### config.mk
export PLATFORM = sky130hd
export DESIGN_NAME = bmrc_serial_port
export DESIGN_NICKNAME = d
export VERILOG_FILES = /design/src/bmrc_pkg.sv /design/src/bmrc_result_mem.sv /design/src/bmrc_serial_port.sv
export SDC_FILE = /design/constraint.sdc
export NUM_CORES = 1
export LEC_CHECK = 0
export ABC_AREA = 1
export BUFFER_PORTS_ARGS = -buffer_cell sky130_fd_sc_hd__buf_2
export CAP_MARGIN = 40
export CORE_MARGIN = 5
export CORE_UTILIZATION = 30
export CTS_CLUSTER_SIZE = 24
export DETAILED_ROUTE_END_ITERATION = 16
export SYNTH_ARGS = -nofsm -noshare
export SYNTH_HDL_FRONTEND = slang
export SYNTH_SLANG_ARGS = --single-unit
### constraint.sdc
create_clock -name mclk_in -period 3.95 [get_ports mclk_in]
set_input_delay 0.395 -clock mclk_in [delete_from_list [all_inputs] [get_ports mclk_in]]
set_output_delay 0.395 -clock mclk_in [all_outputs]
set_load 0.005 [all_outputs]
### src/bmrc_pkg.sv
// Shared constants for the cell-monitor read-back chain serial port
package bmrc_pkg;

	// ==========================================================
	// Frame geometry
	localparam int FRAME_BITS = 32;
	localparam int CNT_W = 6;
	localparam logic [CNT_W-1:0] FRAME_BITS_CNT = 6'h20;
	localparam int ADDR_HI = 31; // Device address, sent LSB first
	localparam int ADDR_LO = 27;
	localparam int CHAN_HI = 26; // Channel code of a conversion frame
	localparam int CHAN_LO = 23;
	localparam int RES_HI = 22; // Conversion result
	localparam int RES_LO = 11;
	localparam int REGA_HI = 26; // Register address
	localparam int REGA_LO = 21;
	localparam int REGD_HI = 20; // Register data
	localparam int REGD_LO = 13;
	localparam int ACK_POS = 10; // Write acknowledge of read frames
	localparam int RCRC_HI = 9; // Read frame CRC
	localparam int RCRC_LO = 2;
	localparam int ALL_POS = 12; // Address-all bit of write frames
	localparam int WCRC_HI = 10; // Write frame CRC
	localparam int WCRC_LO = 3;
	localparam int WCOV_LO = 11; // Lowest bit covered by write CRC
	localparam int WCRC_LEN = 21; // Bits covered by write CRC
	localparam int RCRC_LEN = 22; // Bits covered by read CRC

	// ==========================================================
	// Field widths and fixed values
	localparam int DEV_W = 5;
	localparam int CHAN_W = 4;
	localparam int RES_W = 12;
	localparam int REGA_W = 6;
	localparam int REGD_W = 8;
	localparam logic [7:0] CRC_POLY = 8'h2F; // x^8+x^5+x^3+x^2+x+1
	localparam logic [7:0] CRC_INIT = 8'h00;
	localparam logic [2:0] WR_PATTERN = 3'h2; // Tail 010 of writes
	localparam logic [DEV_W-1:0] ALL_DEV_ADDR = 5'h00;

	// ==========================================================
	// Chain and conversion limits
	localparam int MAX_DEVICES = 8;
	localparam int MAX_CONV = 12;
	localparam logic [3:0] CONV_12 = 4'hC;
	localparam logic [3:0] CONV_9 = 4'h9;
	localparam logic [3:0] CONV_6 = 4'h6;
	localparam logic [REGA_W-1:0] READ_SEL_REG = 6'h01; // Read-select register address
	localparam int SYNC_N = 8; // Number of synchronised pins

	// Source of the word loaded at frame start
	typedef enum logic [1:0] {
		BMRC_SRC_CONV,
		BMRC_SRC_REG,
		BMRC_SRC_RELAY
	} bmrc_src_type;

endpackage : bmrc_pkg

### src/bmrc_result_mem.sv
// Small store of conversion results with registered read data
`timescale 1ns/1ps
`default_nettype none
module bmrc_result_mem #(
	parameter int DEPTH = 16,
	parameter int WIDTH = 16,
	parameter int IDX_W = 4
) (
	input wire logic mclk_in,
	input wire logic wr_en_in,
	input wire logic [IDX_W-1:0] wr_idx_in,
	input wire logic [WIDTH-1:0] wr_data_in,
	input wire logic [IDX_W-1:0] rd_idx_in,
	output logic [WIDTH-1:0] rd_data_out
);

	// ==========================================================
	// Storage
	logic [WIDTH-1:0] mem [DEPTH]; // Result words

	// Depth must be reachable through the index
	if (DEPTH > (1 << IDX_W)) begin : g_bad_depth
		$error("result store depth exceeds index range");
	end

	// Write port
	always_ff @(posedge mclk_in) begin
		if (wr_en_in) begin
			mem[wr_idx_in] <= wr_data_in;
		end
	end

	// Registered read port
	always_ff @(posedge mclk_in) begin
		rd_data_out <= mem[rd_idx_in];
	end

endmodule : bmrc_result_mem
`default_nettype wire

### src/bmrc_serial_port.sv
// Serial port, frame builder, CRC check and chain relay of one stacked monitor
`timescale 1ns/1ps
`default_nettype none
// Function
// - conversion frame carries four-bit channel code
// - six-bit register address below device address
// - register frame returns selected register contents
// - conversion frame carries twelve-bit result
// - write CRC checked before execution
// - matching CRC executes and acknowledges
// - read CRC over top 22 bits
// - conversion frame field layout
// - register frame field layout
// - device address LSB first, rest MSB
// - chain of up to eight devices
// - all seven interface signals relayed
// - upward inputs serve host or chain
// - upper device tristates data and alert
// - one write frame reaches any device
// - 32-bit frames, counter reset on select
// - mode 1, sample fall, drive rise
// - CRC polynomial of degree eight
module bmrc_serial_port #(
	parameter int NUM_DEVICES = bmrc_pkg::MAX_DEVICES,
	parameter int RES_DEPTH = 16
) (
	input wire logic mclk_in,
	input wire logic rstn_in,
	input wire logic cs_n_in,
	input wire logic sclk_in,
	input wire logic sdi_in,
	input wire logic convert_start_in,
	input wire logic power_down_in,
	input wire logic above_data_in,
	input wire logic above_alert_in,
	input wire logic master_in,
	input wire logic chain_readback_in,
	input wire logic alert_in,
	input wire logic [bmrc_pkg::DEV_W-1:0] dev_addr_in,
	input wire logic res_wr_in,
	input wire logic [3:0] res_idx_in,
	input wire logic [bmrc_pkg::CHAN_W-1:0] res_chan_in,
	input wire logic [bmrc_pkg::RES_W-1:0] res_data_in,
	input wire logic conv_done_in,
	input wire logic [3:0] num_conv_in,
	input wire logic [bmrc_pkg::REGD_W-1:0] read_reg_data_in,
	output logic sdo_out,
	output logic sdo_oe_out,
	output logic alert_out,
	output logic alert_oe_out,
	output logic downward_data_out,
	output logic downward_alert_out,
	output logic upward_cs_n_out,
	output logic upward_clock_out,
	output logic upward_data_out,
	output logic upward_convert_start_out,
	output logic upward_power_down_out,
	output logic wr_strobe_out,
	output logic [bmrc_pkg::REGA_W-1:0] wr_reg_addr_out,
	output logic [bmrc_pkg::REGD_W-1:0] wr_data_out,
	output logic crc_error_out,
	output logic [bmrc_pkg::REGA_W-1:0] read_sel_addr_out
);
	import bmrc_pkg::*;

	// ==========================================================
	// Elaboration checks
	if (NUM_DEVICES < 1 || NUM_DEVICES > MAX_DEVICES) begin : g_bad_dev
		$error("chain length out of range");
	end
	if (RES_DEPTH < MAX_CONV || RES_DEPTH > 16) begin : g_bad_depth
		$error("result store cannot hold a full conversion set");
	end

	// ==========================================================
	// Helper functions

	// Remainder of the low len bits of d divided by the polynomial, MSB first
	function automatic logic [7:0] crc8(input logic [21:0] d, input int len);
		logic [7:0] c;
		logic fb;
		c = CRC_INIT;
		fb = 1'b0;
		for (int i = 21; i >= 0; i--) begin
			if (i < len) begin
				fb = c[7]; // Bit leaving the remainder
				c = {c[6:0], d[i]} ^ (fb ? CRC_POLY : 8'h00);
			end
		end
		return c;
	endfunction : crc8

	// Bit reversal of the device address field
	function automatic logic [DEV_W-1:0] rev5(input logic [DEV_W-1:0] a);
		logic [DEV_W-1:0] r;
		r = '0;
		for (int i = 0; i < DEV_W; i++) begin
			r[i] = a[DEV_W-1-i];
		end
		return r;
	endfunction : rev5

	// ==========================================================
	// Pin synchronisers
	logic [SYNC_N-1:0] pin_raw; // Pins from outside the clock domain
	logic [SYNC_N-1:0] sync1; // First stage, read by second stage only
	logic [SYNC_N-1:0] sync2; // Safe copies
	assign pin_raw = {master_in, above_alert_in, above_data_in, power_down_in,
		convert_start_in, sdi_in, sclk_in, cs_n_in};

	// Two flip-flops per pin
	for (genvar g = 0; g < SYNC_N; g++) begin : g_sync
		always_ff @(posedge mclk_in or negedge rstn_in) begin
			if (!rstn_in) begin
				sync1[g] <= 1'b1;
				sync2[g] <= 1'b1;
			end else begin
				sync1[g] <= pin_raw[g];
				sync2[g] <= sync1[g];
			end
		end
	end

	logic cs_n_s; // Synchronised select
	logic sclk_s; // Synchronised serial clock
	logic sdi_s; // Synchronised data in
	logic above_data_s; // Data coming down from the device above
	logic above_alert_s; // Alert coming down from the device above
	logic master_s; // Bottom-device strap
	assign cs_n_s = sync2[0];
	assign sclk_s = sync2[1];
	assign sdi_s = sync2[2];
	assign above_data_s = sync2[5];
	assign above_alert_s = sync2[6];
	assign master_s = sync2[7];

	// ==========================================================
	// Edge detection
	logic sclk_q; // Previous serial clock
	logic cs_n_q; // Previous select
	logic sclk_rise; // Clock rose during a frame
	logic sclk_fall; // Clock fell during a frame
	logic cs_fall; // Frame starts
	logic cs_rise; // Frame ends

	// Delayed copies for edge detection
	always_ff @(posedge mclk_in or negedge rstn_in) begin
		if (!rstn_in) begin
			sclk_q <= 1'b0;
			cs_n_q <= 1'b1;
		end else begin
			sclk_q <= sclk_s;
			cs_n_q <= cs_n_s;
		end
	end

	assign sclk_rise = sclk_s & ~sclk_q & ~cs_n_s;
	assign sclk_fall = ~sclk_s & sclk_q & ~cs_n_s;
	assign cs_fall = ~cs_n_s & cs_n_q;
	assign cs_rise = cs_n_s & ~cs_n_q;

	// ==========================================================
	// Receive side
	logic [CNT_W-1:0] bit_cnt; // Falling edges seen in this frame
	logic [FRAME_BITS-1:0] rx_sh; // Command from below
	logic [FRAME_BITS-1:0] above_sh; // Word from the device above

	// Bit counter, cleared at each frame start
	always_ff @(posedge mclk_in or negedge rstn_in) begin
		if (!rstn_in) begin
			bit_cnt <= '0;
		end else if (cs_fall || cs_rise) begin
			bit_cnt <= '0;
		end else if (sclk_fall && bit_cnt <= FRAME_BITS_CNT) begin
			bit_cnt <= bit_cnt + 6'h01;
		end
	end

	// Shift in on falling edges, MSB first
	always_ff @(posedge mclk_in or negedge rstn_in) begin
		if (!rstn_in) begin
			rx_sh <= '0;
			above_sh <= '0;
		end else if (sclk_fall) begin
			rx_sh <= {rx_sh[FRAME_BITS-2:0], sdi_s};
			above_sh <= {above_sh[FRAME_BITS-2:0], above_data_s};
		end
	end

	// ==========================================================
	// Write decode at frame end
	logic frame_ok; // Exactly 32 bits in the frame
	logic [DEV_W-1:0] rx_dev; // Received address in natural order
	logic [7:0] rx_crc_calc; // CRC of D31..D11
	logic wr_good; // CRC and tail pattern match
	logic wr_hit; // Write targets this device
	assign frame_ok = cs_rise && (bit_cnt == FRAME_BITS_CNT);
	assign rx_dev = rev5(rx_sh[ADDR_HI:ADDR_LO]);
	assign rx_crc_calc = crc8({1'b0, rx_sh[ADDR_HI:WCOV_LO]}, WCRC_LEN);
	assign wr_good = (rx_crc_calc == rx_sh[WCRC_HI:WCRC_LO]) && (rx_sh[2:0] == WR_PATTERN);
	assign wr_hit = wr_good && (rx_sh[ALL_POS] ? (rx_dev == ALL_DEV_ADDR) : (rx_dev == dev_addr_in));

	logic ack; // Acknowledge for the next frame
	logic reg_pending; // A register frame is due

	// Execute writes, update acknowledge
	always_ff @(posedge mclk_in or negedge rstn_in) begin
		if (!rstn_in) begin
			wr_strobe_out <= 1'b0;
			wr_reg_addr_out <= '0;
			wr_data_out <= '0;
			crc_error_out <= 1'b0;
			ack <= 1'b0;
			read_sel_addr_out <= '0;
		end else begin
			wr_strobe_out <= frame_ok && wr_hit;
			crc_error_out <= frame_ok && !wr_good;
			if (frame_ok) begin
				ack <= wr_good;
				if (wr_hit) begin
					wr_reg_addr_out <= rx_sh[REGA_HI:REGA_LO];
					wr_data_out <= rx_sh[REGD_HI:REGD_LO];
					if (rx_sh[REGA_HI:REGA_LO] == READ_SEL_REG) begin
						read_sel_addr_out <= rx_sh[REGD_LO+REGA_W-1:REGD_LO];
					end
				end
			end
		end
	end

	// ==========================================================
	// Conversion result store
	logic [3:0] conv_left; // Conversion frames still to send
	logic [3:0] rd_ptr; // Next result to send
	logic [CHAN_W+RES_W-1:0] res_word; // Channel and result at rd_ptr

	bmrc_result_mem #(
		.DEPTH(RES_DEPTH),
		.WIDTH(CHAN_W + RES_W),
		.IDX_W(4)
	) u_mem (
		.mclk_in(mclk_in),
		.wr_en_in(res_wr_in),
		.wr_idx_in(res_idx_in),
		.wr_data_in({res_chan_in, res_data_in}),
		.rd_idx_in(rd_ptr),
		.rd_data_out(res_word)
	);

	// ==========================================================
	// Frame selection and building
	logic [FRAME_BITS-1:0] relay_word; // Word caught from above last frame
	logic relay_valid; // relay_word holds a full frame
	bmrc_src_type src; // Source for the next frame
	logic [FRAME_BITS-1:0] next_frame; // Word to load at frame start

	// Pick the source: own results first, then a pending register frame, then relay, then register
	always_comb begin
		if (conv_left != 4'h0) begin
			src = BMRC_SRC_CONV;
		end else if (!reg_pending && chain_readback_in && relay_valid) begin
			src = BMRC_SRC_RELAY;
		end else begin
			src = BMRC_SRC_REG;
		end
	end

	// Assemble the outgoing word with its CRC
	always_comb begin
		logic [FRAME_BITS-1:0] f;
		f = '0;
		case (src)
			BMRC_SRC_CONV: begin
				f[ADDR_HI:ADDR_LO] = rev5(dev_addr_in);
				f[CHAN_HI:CHAN_LO] = res_word[CHAN_W+RES_W-1:RES_W];
				f[RES_HI:RES_LO] = res_word[RES_W-1:0];
				f[ACK_POS] = ack;
				f[RCRC_HI:RCRC_LO] = crc8(f[ADDR_HI:ACK_POS], RCRC_LEN);
			end
			BMRC_SRC_REG: begin
				f[ADDR_HI:ADDR_LO] = rev5(dev_addr_in);
				f[REGA_HI:REGA_LO] = read_sel_addr_out;
				f[REGD_HI:REGD_LO] = read_reg_data_in;
				f[ACK_POS] = ack;
				f[RCRC_HI:RCRC_LO] = crc8(f[ADDR_HI:ACK_POS], RCRC_LEN);
			end
			BMRC_SRC_RELAY: begin
				f = relay_word;
			end
			default: begin
				f = '0;
			end
		endcase
		next_frame = f;
	end

	// Conversion pointer and pending flags
	always_ff @(posedge mclk_in or negedge rstn_in) begin
		if (!rstn_in) begin
			conv_left <= 4'h0;
			rd_ptr <= 4'h0;
			reg_pending <= 1'b0;
		end else begin
			if (conv_done_in) begin
				// New conversion set restarts the queue
				conv_left <= num_conv_in;
				rd_ptr <= 4'h0;
			end else if (cs_fall && src == BMRC_SRC_CONV) begin
				conv_left <= conv_left - 4'h1;
				rd_ptr <= rd_ptr + 4'h1;
			end
			// A completed write wins over consuming the flag
			if (frame_ok && wr_hit) begin
				reg_pending <= 1'b1;
			end else if (cs_fall && src == BMRC_SRC_REG) begin
				reg_pending <= 1'b0;
			end
		end
	end

	// Catch the word from above at each full frame
	always_ff @(posedge mclk_in or negedge rstn_in) begin
		if (!rstn_in) begin
			relay_word <= '0;
			relay_valid <= 1'b0;
		end else if (frame_ok) begin
			relay_word <= above_sh;
			relay_valid <= 1'b1;
		end else if (cs_rise) begin
			relay_valid <= 1'b0; // Short frame spoils it
		end
	end

	// ==========================================================
	// Transmit side
	logic [FRAME_BITS-1:0] tx_sh; // Outgoing shift register
	logic tx_bit; // Bit on the line

	// Load at frame start, shift on rising edges
	always_ff @(posedge mclk_in or negedge rstn_in) begin
		if (!rstn_in) begin
			tx_sh <= '0;
			tx_bit <= 1'b0;
		end else if (cs_fall) begin
			tx_sh <= next_frame;
		end else if (sclk_rise) begin
			tx_bit <= tx_sh[FRAME_BITS-1];
			tx_sh <= {tx_sh[FRAME_BITS-2:0], 1'b0};
		end
	end

	// Route data and alert by chain position
	always_ff @(posedge mclk_in or negedge rstn_in) begin
		if (!rstn_in) begin
			sdo_out <= 1'b0;
			sdo_oe_out <= 1'b0;
			alert_out <= 1'b0;
			alert_oe_out <= 1'b0;
			downward_data_out <= 1'b0;
			downward_alert_out <= 1'b0;
		end else begin
			sdo_out <= master_s & tx_bit;
			sdo_oe_out <= master_s;
			alert_out <= master_s & (alert_in | above_alert_s);
			alert_oe_out <= master_s;
			downward_data_out <= ~master_s & tx_bit;
			downward_alert_out <= ~master_s & (alert_in | above_alert_s);
		end
	end

	// Relay upward signals to the device above
	always_ff @(posedge mclk_in or negedge rstn_in) begin
		if (!rstn_in) begin
			upward_cs_n_out <= 1'b1;
			upward_clock_out <= 1'b0;
			upward_data_out <= 1'b0;
			upward_convert_start_out <= 1'b1;
			upward_power_down_out <= 1'b1;
		end else begin
			upward_cs_n_out <= cs_n_s;
			upward_clock_out <= sclk_s;
			upward_data_out <= sdi_s;
			upward_convert_start_out <= sync2[3];
			upward_power_down_out <= sync2[4];
		end
	end

endmodule : bmrc_serial_port
`default_nettype wire

==> flow_metrics.py, run 1 <==
metrics = {
    "grt": {
        "antenna_found_initial": 7,
        "grt-busiest-layer": "met2",
        "grt_pass1_wl_um": 84100,
        "overflow": 0,
        "grtUsageMet1": 0.190,
        "grt_use_met2": 0.241,
        "grt_util_met3": 0.0280,
        "grt_start_max_net_pins": 98,
        "grt_pass1_vias": 14400,
        "track_usage": 0.143,
    },
    "placed_design": {
        "gp_congestion": 0.870,
        "io_buffers": 83,
        "placed_cell_area_um2": 22400,
        "dpl_worst_slack_ps": 963,
        "post-dp-hpwl_um": 35700,
    },
    "cells_and_area": {
        "stdcell_area_um2": 24200,
        "areaGrowthSynthToFinish_pct": 16.4,
        "final_common_cell": "nand2_1",
        "mostFrequentLayoutCells": "nand2_1, edfxtp_1, o21ai_0, dfrtp_1, inv_1",
        "layout.nets": 2119,
        "final.fill_count": 6862,
        "antenna_cells": 0,
        "drive_gt1_frac": 0.161,
    },
    "critical_path": {
        "path_cells": "nand2_2, nand2_2, nand3_1, nand2_2, xor2_1, nand3_1, nand2_1, nand2_1, nand2_2, nand2_1, nand2_1, nand3_1, nor2_4, nand2_1, nor2_1, nand4_1, nand2_1, nand2_1",
        "cp.depth": 18,
        "path_class": "flop to flop",
        "crit_fanout": 8,
        "cp_slowest_cell": "dfrtp_1",
        "crit_top_cell": "nand2_1",
        "cp.buffers_inverters": 0,
        "end_kind": "flop",
        "start_kind": "flop",
        "cp_slowest_stage_delay_ps": 610,
        "cp_data_arrival_time_ps": 3490,
        "r2r_cells": 18,
        "worst_ep_required_time_ps": 4430,
        "cp_top_family": "simple AND/OR/NAND/NOR gates",
    },
    "route": {
        "drc": 0,
        "num_vias": 14700,
        "via_per_inst": 4.85,
        "wl_per_cell_um": 18.0,
        "routed_wl_um": 54700,
        "postRouteAntennaNets": 0,
        "drtIter0Drc": 1208,
        "drtPass1Iterations": 5,
    },
    "die": {
        "start_util": 0.303,
        "die_height_um": 273,
        "design.core.area_um2": 68700,
        "die_width_um": 273,
        "rows": 96,
        "io_pins": 84,
        "dieArea_um2": 74700,
    },
    "min_path": {
        "hp-class": "input port to flop",
        "whs_path_depth": 3,
    },
    "timing": {
        "final-max-slew-violation-count": 0,
        "fmax_mhz": 332,
        "timing.final.crit_share": 0.762,
        "hold_viol": 0,
        "fin_skew_ps": 24.3,
        "layout_min_cycle_time_ps": 3010,
        "setup_viol": 0,
        "worst_pin_slew_ps": 843,
        "rsz0062_at_grt": "false",
        "setup_tns_ps": 0,
        "timing.hold.ws_ps": 83.0,
        "fin_ws_ps": 938,
        "slew_headroom": 0.435,
    },
    "yosys": {
        "netlist.top_cell.by_area": "edfxtp_1",
        "synth_area_leaders": "edfxtp_1, dfrtp_1, nand2_1, o21ai_0, nor2_1",
        "synth.yosys.seq_area_share": 0.619,
        "synth_top_flop_cell": "edfxtp_1",
        "yosys.area.top_type_share": 0.369,
        "synth_cell_types": 53,
        "synth_area_per_cell_um2": 10.6,
        "synthArstFlopShare": 0.416,
        "synth-seq-cells": 466,
        "yosys_warnings": 0,
        "netlist_area_um2": 20800,
        "synth_edf_count": 256,
        "syn-num-nets": 2022,
        "syn_inst": 1964,
    },
    "clock_network": {
        "clkSlewWorstSetupHoldPaths_ps": 60,
        "cts-resized-gates": 0,
        "cts_sinks": 466,
        "clockBufferDepth": 3,
        "cts.htree.levels": 2,
        "clk_latency_ps": 610,
        "cts_tree": "built",
        "cts_root_buffer": "clkbuf_16",
        "cts_setup_buffers": 0,
        "numCtsBuffers": 49,
    },
    "power_and_ir_drop": {
        "peakVddDrop_uv": 366,
        "sequentialPowerShare": 0.465,
        "p_sw_mw": 3.13,
        "power_mw": 11.8,
        "p_sw_frac": 0.265,
        "p_comb_frac": 0.132,
        "p_leak_nw": 9.58,
        "intPower_mw": 8.67,
        "clockPowerShare": 0.403,
        "power_density_nw_per_um2": 487,
    },
    "outcome": {
        "status": "finished, final reports clean",
    },
    "run": {
        "maxCapViolations": 0,
    },
}
-- cell families after synthesis --
family                     Yosys count  share of synthesized area
buffers and inverters              245                     0.0474
xor gates and xnor gates            99                     0.0451
and+or+nand+nor                    741                      0.154
muxes                               49                     0.0236
DFF                                466                      0.619
AOI/OAI and AO/OA                  357                      0.106
adders and majority gates            7                    0.00421
-- per-stage QoR --
stage / cells / util
detailed placement: 2930 / 0.326
floorplan: 1964 / -
global placement: 2928 / 0.326
global route: 3033 / 0.352
finish: 3033 / 0.352
CTS: 3033 / 0.352
-- worst min-delay path, delay by kind of cell --
kind                   cells  cell delay, ps
AO/OA/AOI/OAI              2             170
buffers and inverters      1              80
-- layer usage --
| layer | part of all wire | up-vias | wire length (µm) |
|---|---|---|---|
| li1 | - | 6927 | - |
| met1 | 0.44 | 7241 | 23900 |
| met2 | 0.48 | 432 | 26300 |
| met3 | 0.062 | 94 | 3380 |
| met4 | 0.021 | 6 | 1170 |
| met5 | 0.00049 | - | 27 |
-- cell type report --
class                   count  area (µm²)  share of cell area
flip-flops and latches    466       12900               0.532
multi-input cells        1253        6980               0.288
clock buffers              55        1270              0.0524
well taps                 931        1160              0.0481
repair buffers            136         895              0.0369
inverters                 155         597              0.0246
clock inverters            37         417              0.0172
-- worst paths after layout --
path                                startpoint                   end  slack (ps)
worst max-delay path                 rx_sh[30]  read_sel_addr_out[1]         940
worst min-delay path            num_conv_in[1]          conv_left[1]          80
worst max register to register       rx_sh[30]  read_sel_addr_out[1]         940
worst min register to register        sync1[6]         above_alert_s         350
max in group asynchronous              rstn_in                 sdi_s        2520
min in group asynchronous              rstn_in  read_sel_addr_out[5]         450
-- flip-flops by register name, indices dropped and copies added, names as in the netlist, 2 cells and up --
name               count
rd_ptr                 4
wr_reg_addr_out        6
relay_word            32
conv_left              4
u_mem.mem            256
above_sh              32
read_sel_addr_out      6
sync2                  2
wr_data_out            8
rx_sh                 32
sync1                  8
tx_sh                 32
u_mem.rd_data_out     16
bit_cnt                6
-- synthesized netlist by cell type, types with 3 or more instances --
master    instances
a21oi_1          32
a221oi_1          5
a22o_1            3
buf_1             9
buf_4             5
buf_6             4
clkbuf_1         70
clkinv_1          5
dfrtp_1         175
dfstp_2          19
dfxtp_1          16
edfxtp_1        256
ha_1              7
inv_1           135
inv_2            10
inv_4             4
mux2i_1          49
nand2_1         418
nand2_2          32
nand2_4          10
nand3_1         101
nand4_1          13
nor2_1          143
nor2_4            3
nor3_1            8
o211ai_1         24
o21ai_0         198
o21ai_2          13
o221ai_1         52
o22ai_1           6
o32ai_1          15
or2_2             3
xnor2_1          32
xnor2_2           4
xor2_1           59
xor2_2            3
-- timing repair --
item / in CTS / in global routing
hold endpoints to repair: 96 / 0
hold buffers: 11 / 0
setup endpoints to repair: 0 / 0
-- power by group through the flow --
| stage | clock, mW | sequential [mW] | combinational (mW) |
|---|---|---|---|
| after global placement | 0 | 5.57 | 1.52 |
| after CTS | 4.87 | 5.48 | 1.57 |
| after detailed placement | 0 | 5.57 | 1.55 |
| final | 4.75 | 5.48 | 1.56 |
| after global routing | 5.07 | 5.50 | 1.74 |
| after floorplan | 0 | 5.53 | 1.12 |
Note: power is estimated with default switching activity, not from simulation.
==> inputs of run 2 (changes only) <==
==> constraint.sdc (replaced) <==
create_clock -name mclk_in -period 2.59 [get_ports mclk_in]
set_input_delay 0.259 -clock mclk_in [delete_from_list [all_inputs] [get_ports mclk_in]]
set_output_delay 0.259 -clock mclk_in [all_outputs]
set_load 0.005 [all_outputs]
==> run 2 against run 1 <==
Effect of this change: the run now ends with setup timing left; clock power up 61%; total power up 59%; hold slack worse by 55 ps; setup slack worse by 1100 ps; sequential power up 53%; fmax up 10%; non-clock buffer count up 121; global-route usage up 0.57 points; clock-buffer cell count up 12; via count up 2.7%; wire length up 3.9%; critical path type unchanged; highest routed layer unchanged.
==> flow_metrics.py, run 2 (synthesized netlist as in run 1, its figures left out) <==
metrics = {
    "timing": {
        "fin_skew_ps": 66.1,
        "hold_viol": 0,
        "setup_viol": 21,
        "rsz0062_at_grt": "true",
        "layout_min_cycle_time_ps": 2730,
        "fin_ws_ps": -139,
        "slew_headroom": 0.521,
        "timing.final.crit_share": 1.05,
        "timing.hold.ws_ps": 28.3,
        "worst_pin_slew_ps": 718,
        "final-max-slew-violation-count": 0,
        "fmax_mhz": 366,
    },
    "grt": {
        "grt_start_max_net_pins": 131,
        "antenna_found_initial": 7,
        "grt_pass1_wl_um": 87500,
        "track_usage": 0.149,
        "overflow": 0,
        "grt_pass1_vias": 15200,
    },
    "placed_design": {
        "dpl_worst_slack_ps": -177,
        "gp_congestion": 0.905,
        "post-dp-hpwl_um": 36400,
        "placed_cell_area_um2": 23100,
        "io_buffers": 83,
    },
    "outcome": {
        "violations": "setup timing",
        "status": "complete, but fails checks",
    },
    "route": {
        "drc": 0,
        "drtIter0Drc": 1351,
        "postRouteAntennaNets": 0,
        "drtPass1Iterations": 5,
        "via_per_inst": 4.78,
        "num_vias": 15100,
        "wl_per_cell_um": 18.0,
        "routed_wl_um": 56800,
    },
    "critical_path": {
        "cp_data_arrival_time_ps": 3170,
        "start_kind": "flop",
        "path_class": "flop to flop",
        "crit_fanout": 27,
        "worst_ep_required_time_ps": 3030,
        "end_kind": "flop",
    },
    "power_and_ir_drop": {
        "p_sw_frac": 0.257,
        "peakVddDrop_uv": 594,
        "p_comb_frac": 0.144,
        "p_leak_nw": 10.4,
        "power_density_nw_per_um2": 720,
        "intPower_mw": 13.9,
        "p_sw_mw": 4.82,
        "clockPowerShare": 0.410,
        "sequentialPowerShare": 0.447,
    },
    "cells_and_area": {
        "areaGrowthSynthToFinish_pct": 25.1,
        "largest_register_ff_count": 256,
        "drive_gt1_frac": 0.244,
        "final.fill_count": 6766,
        "top_register": "u_mem.mem",
        "final_common_cell": "nand2_1",
        "mostFrequentLayoutCells": "nand2_1, edfxtp_1, o21ai_0, dfrtp_1, buf_4",
        "layout.nets": 2241,
        "stdcell_area_um2": 26000,
    },
    "clock_network": {
        "cts.htree.levels": 2,
        "cts_sinks": 466,
        "cts_tree": "built",
        "cts_root_buffer": "clkbuf_16",
        "clockBufferDepth": 3,
        "clk_latency_ps": 620,
        "numCtsBuffers": 50,
        "clkSlewWorstSetupHoldPaths_ps": 60,
    },
    "die": {
        "die_width_um": 273,
        "io_pins": 84,
        "dieArea_um2": 74700,
        "die_height_um": 273,
        "design.core.area_um2": 68700,
        "rows": 96,
        "start_util": 0.303,
    },
    "run": {
        "maxCapViolations": 0,
    },
    "min_path": {
        "hp-class": "input port to flop",
    },
}
-- run 2: cell types whose count changed in the layout (fill, tap and decap cells not counted), moves of 20 or more --
cell / previous run / this run
buf_4: 39 / 134
nand2_1: 417 / 365
nand3_1: 101 / 71
nand2_4: 10 / 38
nand3_2: 2 / 24
nand2_2: 33 / 53
-- run 2: power groups by stage --
| stage | registers, mW | clock network (mW) | logic, mW |
|---|---|---|---|
| 6_report | 8.36 | 7.67 | 2.69 |
| 5_1_grt | 8.39 | 8.20 | 2.98 |
| 4_1_cts | 8.36 | 7.87 | 2.66 |
| 3_5_place_dp | 8.50 | 0 | 2.59 |
| 3_3_place_gp | 8.49 | 0 | 2.54 |
| 2_1_floorplan | 8.44 | 0 | 1.71 |
-- run 2: layer usage --
metal | vias up | routed length [µm] | global-route usage | part of all wire
met2 | 384 | 27500 | 0.252 | 0.48
li1 | 7180 | - | - | -
met5 | - | 41 | 0 | 0.00072
met4 | 6 | 1530 | 0.0443 | 0.027
met1 | 7433 | 24400 | 0.197 | 0.43
met3 | 101 | 3340 | 0.0246 | 0.059
-- run 2: stage by stage --
| stage | setup TNS, ps | util | total power, mW | std cells |
|---|---|---|---|---|
| 3_3_place_gp | -2320 | 0.336 | 11.0 | 3013 |
| 4_1_cts | -846 | 0.371 | 18.9 | 3148 |
| 5_1_grt | -5440 | 0.379 | 19.6 | 3156 |
| 2_1_floorplan | 0 | - | 10.1 | 1964 |
| 6_report | -1720 | 0.379 | 18.7 | 3159 |
| 3_5_place_dp | -3300 | 0.336 | 11.1 | 3013 |
-- run 2: worst paths after layout --
| check | depth (start not counted) | end | slack (ps) | startpoint |
|---|---|---|---|---|
| max in group asynchronous | 3 | sync1[6] | 1600 | rstn_in |
| worst min register to register | 0 | master_s | 350 | sync1[7] |
| worst max-delay path | 20 | wr_reg_addr_out[5] | -140 | rx_sh[29] |
| worst min-delay path | 1 | u_mem.mem[12][9] | 30 | res_data_in[9] |
| worst max register to register | 20 | wr_reg_addr_out[5] | -140 | rx_sh[29] |
| min in group asynchronous | 2 | wr_data_out[6] | 220 | rstn_in |
-- run 2: timing repair --
action                                  4_1_cts  5_1_grt
endpoints found under the hold margin       212        0
cloned                                        0        0
endpoints found under the setup margin       23       28
hold buffers                                 26        0
pin swaps                                    18       54
setup buffers                                15        8
resized for setup                            63       99
-- run 2: area by class of cell --
type / instances / area (µm²) / share of cell area
inverter: 155 / 607 / 0.0233
sequential: 466 / 12900 / 0.496
timing repair buffer: 257 / 1910 / 0.0734
tap: 931 / 1160 / 0.0448
clock buffer: 67 / 1410 / 0.0542
antenna: 3 / 7.51 / 0.000289
clock inverter: 27 / 397 / 0.0152
multi-input combinational: 1253 / 7620 / 0.293
-- run 2: worst max-delay path, cell delays in order, from the launching register on --
cell,delay (ps)
dfrtp_2,480
inv_4,120
nand2_4,80
nand2_4,70
nand2_4,60
nand2_8,100
buf_6,130
xor2_4,200
nand3_2,120
nand2_4,110
nand2_4,70
nand2_2,70
nand2_1,50
nand2_1,80
nand3_2,90
nor2_4,150
nand3_4,110
nor2_8,180
inv_8,110
nand2_1,100
o21ai_2,50
==> inputs of run 3 (changes only) <==
--- a/config.mk
+++ b/config.mk
@@ -14,4 +14,6 @@
 export DETAILED_ROUTE_END_ITERATION = 16
 export SYNTH_ARGS = -nofsm -noshare
 export SYNTH_HDL_FRONTEND = slang
+export SYNTH_HIERARCHICAL = 1
 export SYNTH_SLANG_ARGS = --single-unit
+export TNS_END_PERCENT = 20
==> run 3 against run 2 <==
Effect of this change: the run still ends with setup timing left; total power increased by 0.90%; clock power grew 2%; setup slack gained 48 ps; wire length up 0.84%; via count grew 11%; global-route usage is 0.72 points lower; sequential power about the same; non-clock buffer count fell by 14; sequential share of layout area is 1.8 points lower; clock skew shrank 22 ps; combinational power about the same; critical path type unchanged; highest routed layer is now met4.
==> flow_metrics.py, run 3 <==
metrics = {
    "outcome": {
        "status": "complete, but fails checks",
        "violations": "setup timing",
    },
    "critical_path": {
        "end_kind": "flop",
        "cp_top_family": "simple AND/OR/NAND/NOR gates",
        "worst_ep_required_time_ps": 3100,
        "crit_fanout": 13,
        "path_class": "flop to flop",
        "crit_top_cell": "nand2_2",
        "cp_data_arrival_time_ps": 3190,
        "cp.buffers_inverters": 5,
        "cp_slowest_stage_delay_ps": 480,
        "start_kind": "flop",
        "cp_slowest_cell": "dfrtp_2",
        "path_cells": "inv_4, buf_4, nand2_2, nand2_2, nand2_2, nand2_2, nand2_2, nand2_1, nand2_2, nand2_4, nand2_4, nand2_4, nand2_2, nand2_2, nand2_1, nand3_2, nand2_2, nand3_4, nor2_4, buf_6, buf_6, inv_8, nand2_2, o21ai_2",
    },
    "yosys": {
        "synth.yosys.seq_area_share": 0.590,
        "netlist_area_um2": 21900,
        "synth_area_per_cell_um2": 8.89,
        "yosys.cell_count.top_type": "nand2_1",
        "synth_area_leaders": "edfxtp_1, dfrtp_1, nand2_1, nand3_1, inv_1",
        "synthArstFlopShare": 0.416,
        "synth_edf_count": 256,
        "yosys_warnings": 6,
        "yosys.area.top_type_share": 0.352,
        "netlist.top_cell.by_area": "edfxtp_1",
        "syn-num-nets": 2518,
        "syn_inst": 2460,
        "synth_common_cells": "nand2_1, inv_1, nand3_1",
        "synth_top_flop_cell": "edfxtp_1",
        "synth_cell_types": 46,
        "synth-seq-cells": 466,
    },
    "timing": {
        "fin_ws_ps": -90.9,
        "slew_headroom": 0.572,
        "setup_viol": 22,
        "setup_tns_ps": -1160,
        "worst_pin_slew_ps": 642,
        "fmax_mhz": 373,
        "timing.final.crit_share": 1.04,
        "rsz0062_at_grt": "true",
        "fin_skew_ps": 44.0,
        "layout_min_cycle_time_ps": 2680,
        "final-max-slew-violation-count": 0,
        "hold_viol": 0,
    },
    "route": {
        "drtPass1Iterations": 7,
        "via_per_inst": 4.58,
        "routed_wl_um": 57300,
        "wl_per_cell_um": 15.6,
        "drtIter0Drc": 1191,
        "drc": 0,
        "postRouteAntennaNets": 0,
        "num_vias": 16800,
    },
    "grt": {
        "grt_start_max_net_pins": 132,
        "track_usage": 0.142,
        "antenna_found_initial": 4,
        "overflow": 0,
        "grt_pass1_vias": 15900,
        "grt_pass1_wl_um": 89200,
    },
    "die": {
        "design.core.area_um2": 72600,
        "start_util": 0.301,
        "dieArea_um2": 78400,
        "rows": 99,
        "die_width_um": 280,
        "io_pins": 84,
        "die_height_um": 280,
    },
    "cells_and_area": {
        "final_common_cell": "nand2_1",
        "largest_register_ff_count": 256,
        "utilization": 0.372,
        "drive_gt1_frac": 0.201,
        "top_register": "u_mem/mem",
        "mostFrequentLayoutCells": "nand2_1, inv_1, nand3_1, edfxtp_1, dfrtp_1",
        "final.fill_count": 7245,
        "areaGrowthSynthToFinish_pct": 23.5,
        "layout.nets": 2725,
    },
    "run": {
        "maxCapViolations": 0,
    },
    "clock_network": {
        "cts_sinks": 466,
        "numCtsBuffers": 53,
        "cts_root_buffer": "clkbuf_16",
        "clockBufferDepth": 3,
        "cts_tree": "built",
        "clkSlewWorstSetupHoldPaths_ps": 60,
        "clk_latency_ps": 630,
        "cts.htree.levels": 2,
    },
    "placed_design": {
        "post-dp-hpwl_um": 36100,
        "gp_congestion": 0.859,
        "io_buffers": 83,
    },
    "power_and_ir_drop": {
        "p_leak_nw": 12.1,
        "power_density_nw_per_um2": 700,
        "peakVddDrop_uv": 531,
    },
    "min_path": {
        "hp-class": "input port to flop",
    },
}
## run 3: cell types whose count changed after synthesis, moves of 48 or more
cell,delta
nand3_1,+202
nor2_1,-88
nand2_1,+423
mux2i_1,-49
inv_1,+208
o221ai_1,-48
o21ai_0,-59
## run 3: layer usage
layer  wire length (µm)  GRT usage
met1              26300      0.197
met2              26600      0.234
met3               2970     0.0223
met4               1440     0.0358
met5                  0          0
## run 3: metrics by stage
stage	cell area, µm²	power (mW)	hold WS, ps	std cells	setup slack, ps
floorplan	21900	10.2	-36.6	2460	266
global placement	23900	11.0	291	3509	-110
detailed placement	23900	11.1	292	3510	-201
CTS	26400	19.0	2.49	3659	-35.6
global route	27000	19.8	23.7	3671	-243
finish	27000	18.9	29.8	3674	-90.9
## run 3: repair_timing
item / in CTS / in global routing
cloned: 0 / 3
hold buffers: 24 / 0
resized for setup: 63 / 127
endpoints found under the setup margin: 20 / 31
setup buffers: 25 / 9
endpoints found under the hold margin: 171 / 0
pin swaps: 27 / 31
## run 3: final cells by class
type / instances / area, µm² / area share
diodes: 3 / 7.51 / 0.000278
clock buffers: 75 / 1510 / 0.0560
clock inverters: 25 / 359 / 0.0133
inverters: 361 / 1390 / 0.0514
multi-input cells: 1540 / 7740 / 0.287
flip-flops and latches: 466 / 12900 / 0.478
well taps: 959 / 1200 / 0.0445
repair buffers: 243 / 1870 / 0.0691
repair inverters: 2 / 20.0 / 0.000742
## run 3: final timing paths
path | from | end | slack, ps | cells past startpoint
worst max-delay path | rx_sh[29] | wr_reg_addr_out[1] | -90 | 24
worst min-delay path | res_data_in[9] | u_mem/mem[1][9] | 30 | 1
worst max register to register | rx_sh[29] | wr_reg_addr_out[1] | -90 | 24
worst min register to register | sync2[4] | upward_power_down_out | 350 | 0
max in group asynchronous | rstn_in | cs_n_s | 1690 | 3
min in group asynchronous | rstn_in | conv_left[0] | 220 | 2
## run 3: cells by family (layout without fill, tap and decap cells)
logic type,Yosys count,after routing,synth area share
xor gates and xnor gates,61,61,0.0248
DFF,466,466,0.590
and+or+nand+nor,1260,1260,0.242
AOI/OAI and AO/OA,212,212,0.0546
other,0,3,0
buffers and inverters,454,706,0.0852
adders and majority gates,7,7,0.00401
## run 3: worst reg2reg max path: cells and delay by family, from the launching register on
| kind | cells | cell delay, ps |
|---|---|---|
| and+or+nand+nor | 18 | 1530 |
| buffers and inverters | 5 | 520 |
| DFF | 1 | 480 |
| AOI/OAI and AO/OA | 1 | 40 |
## run 3: power by group
part | switching [mW] | total, mW | leakage, nW | internal [mW]
Clock | 3.13 | 7.86 | 0.904 | 4.72
Combinational | 1.72 | 2.67 | 6.25 | 0.952
Sequential | 0.176 | 8.37 | 4.99 | 8.19
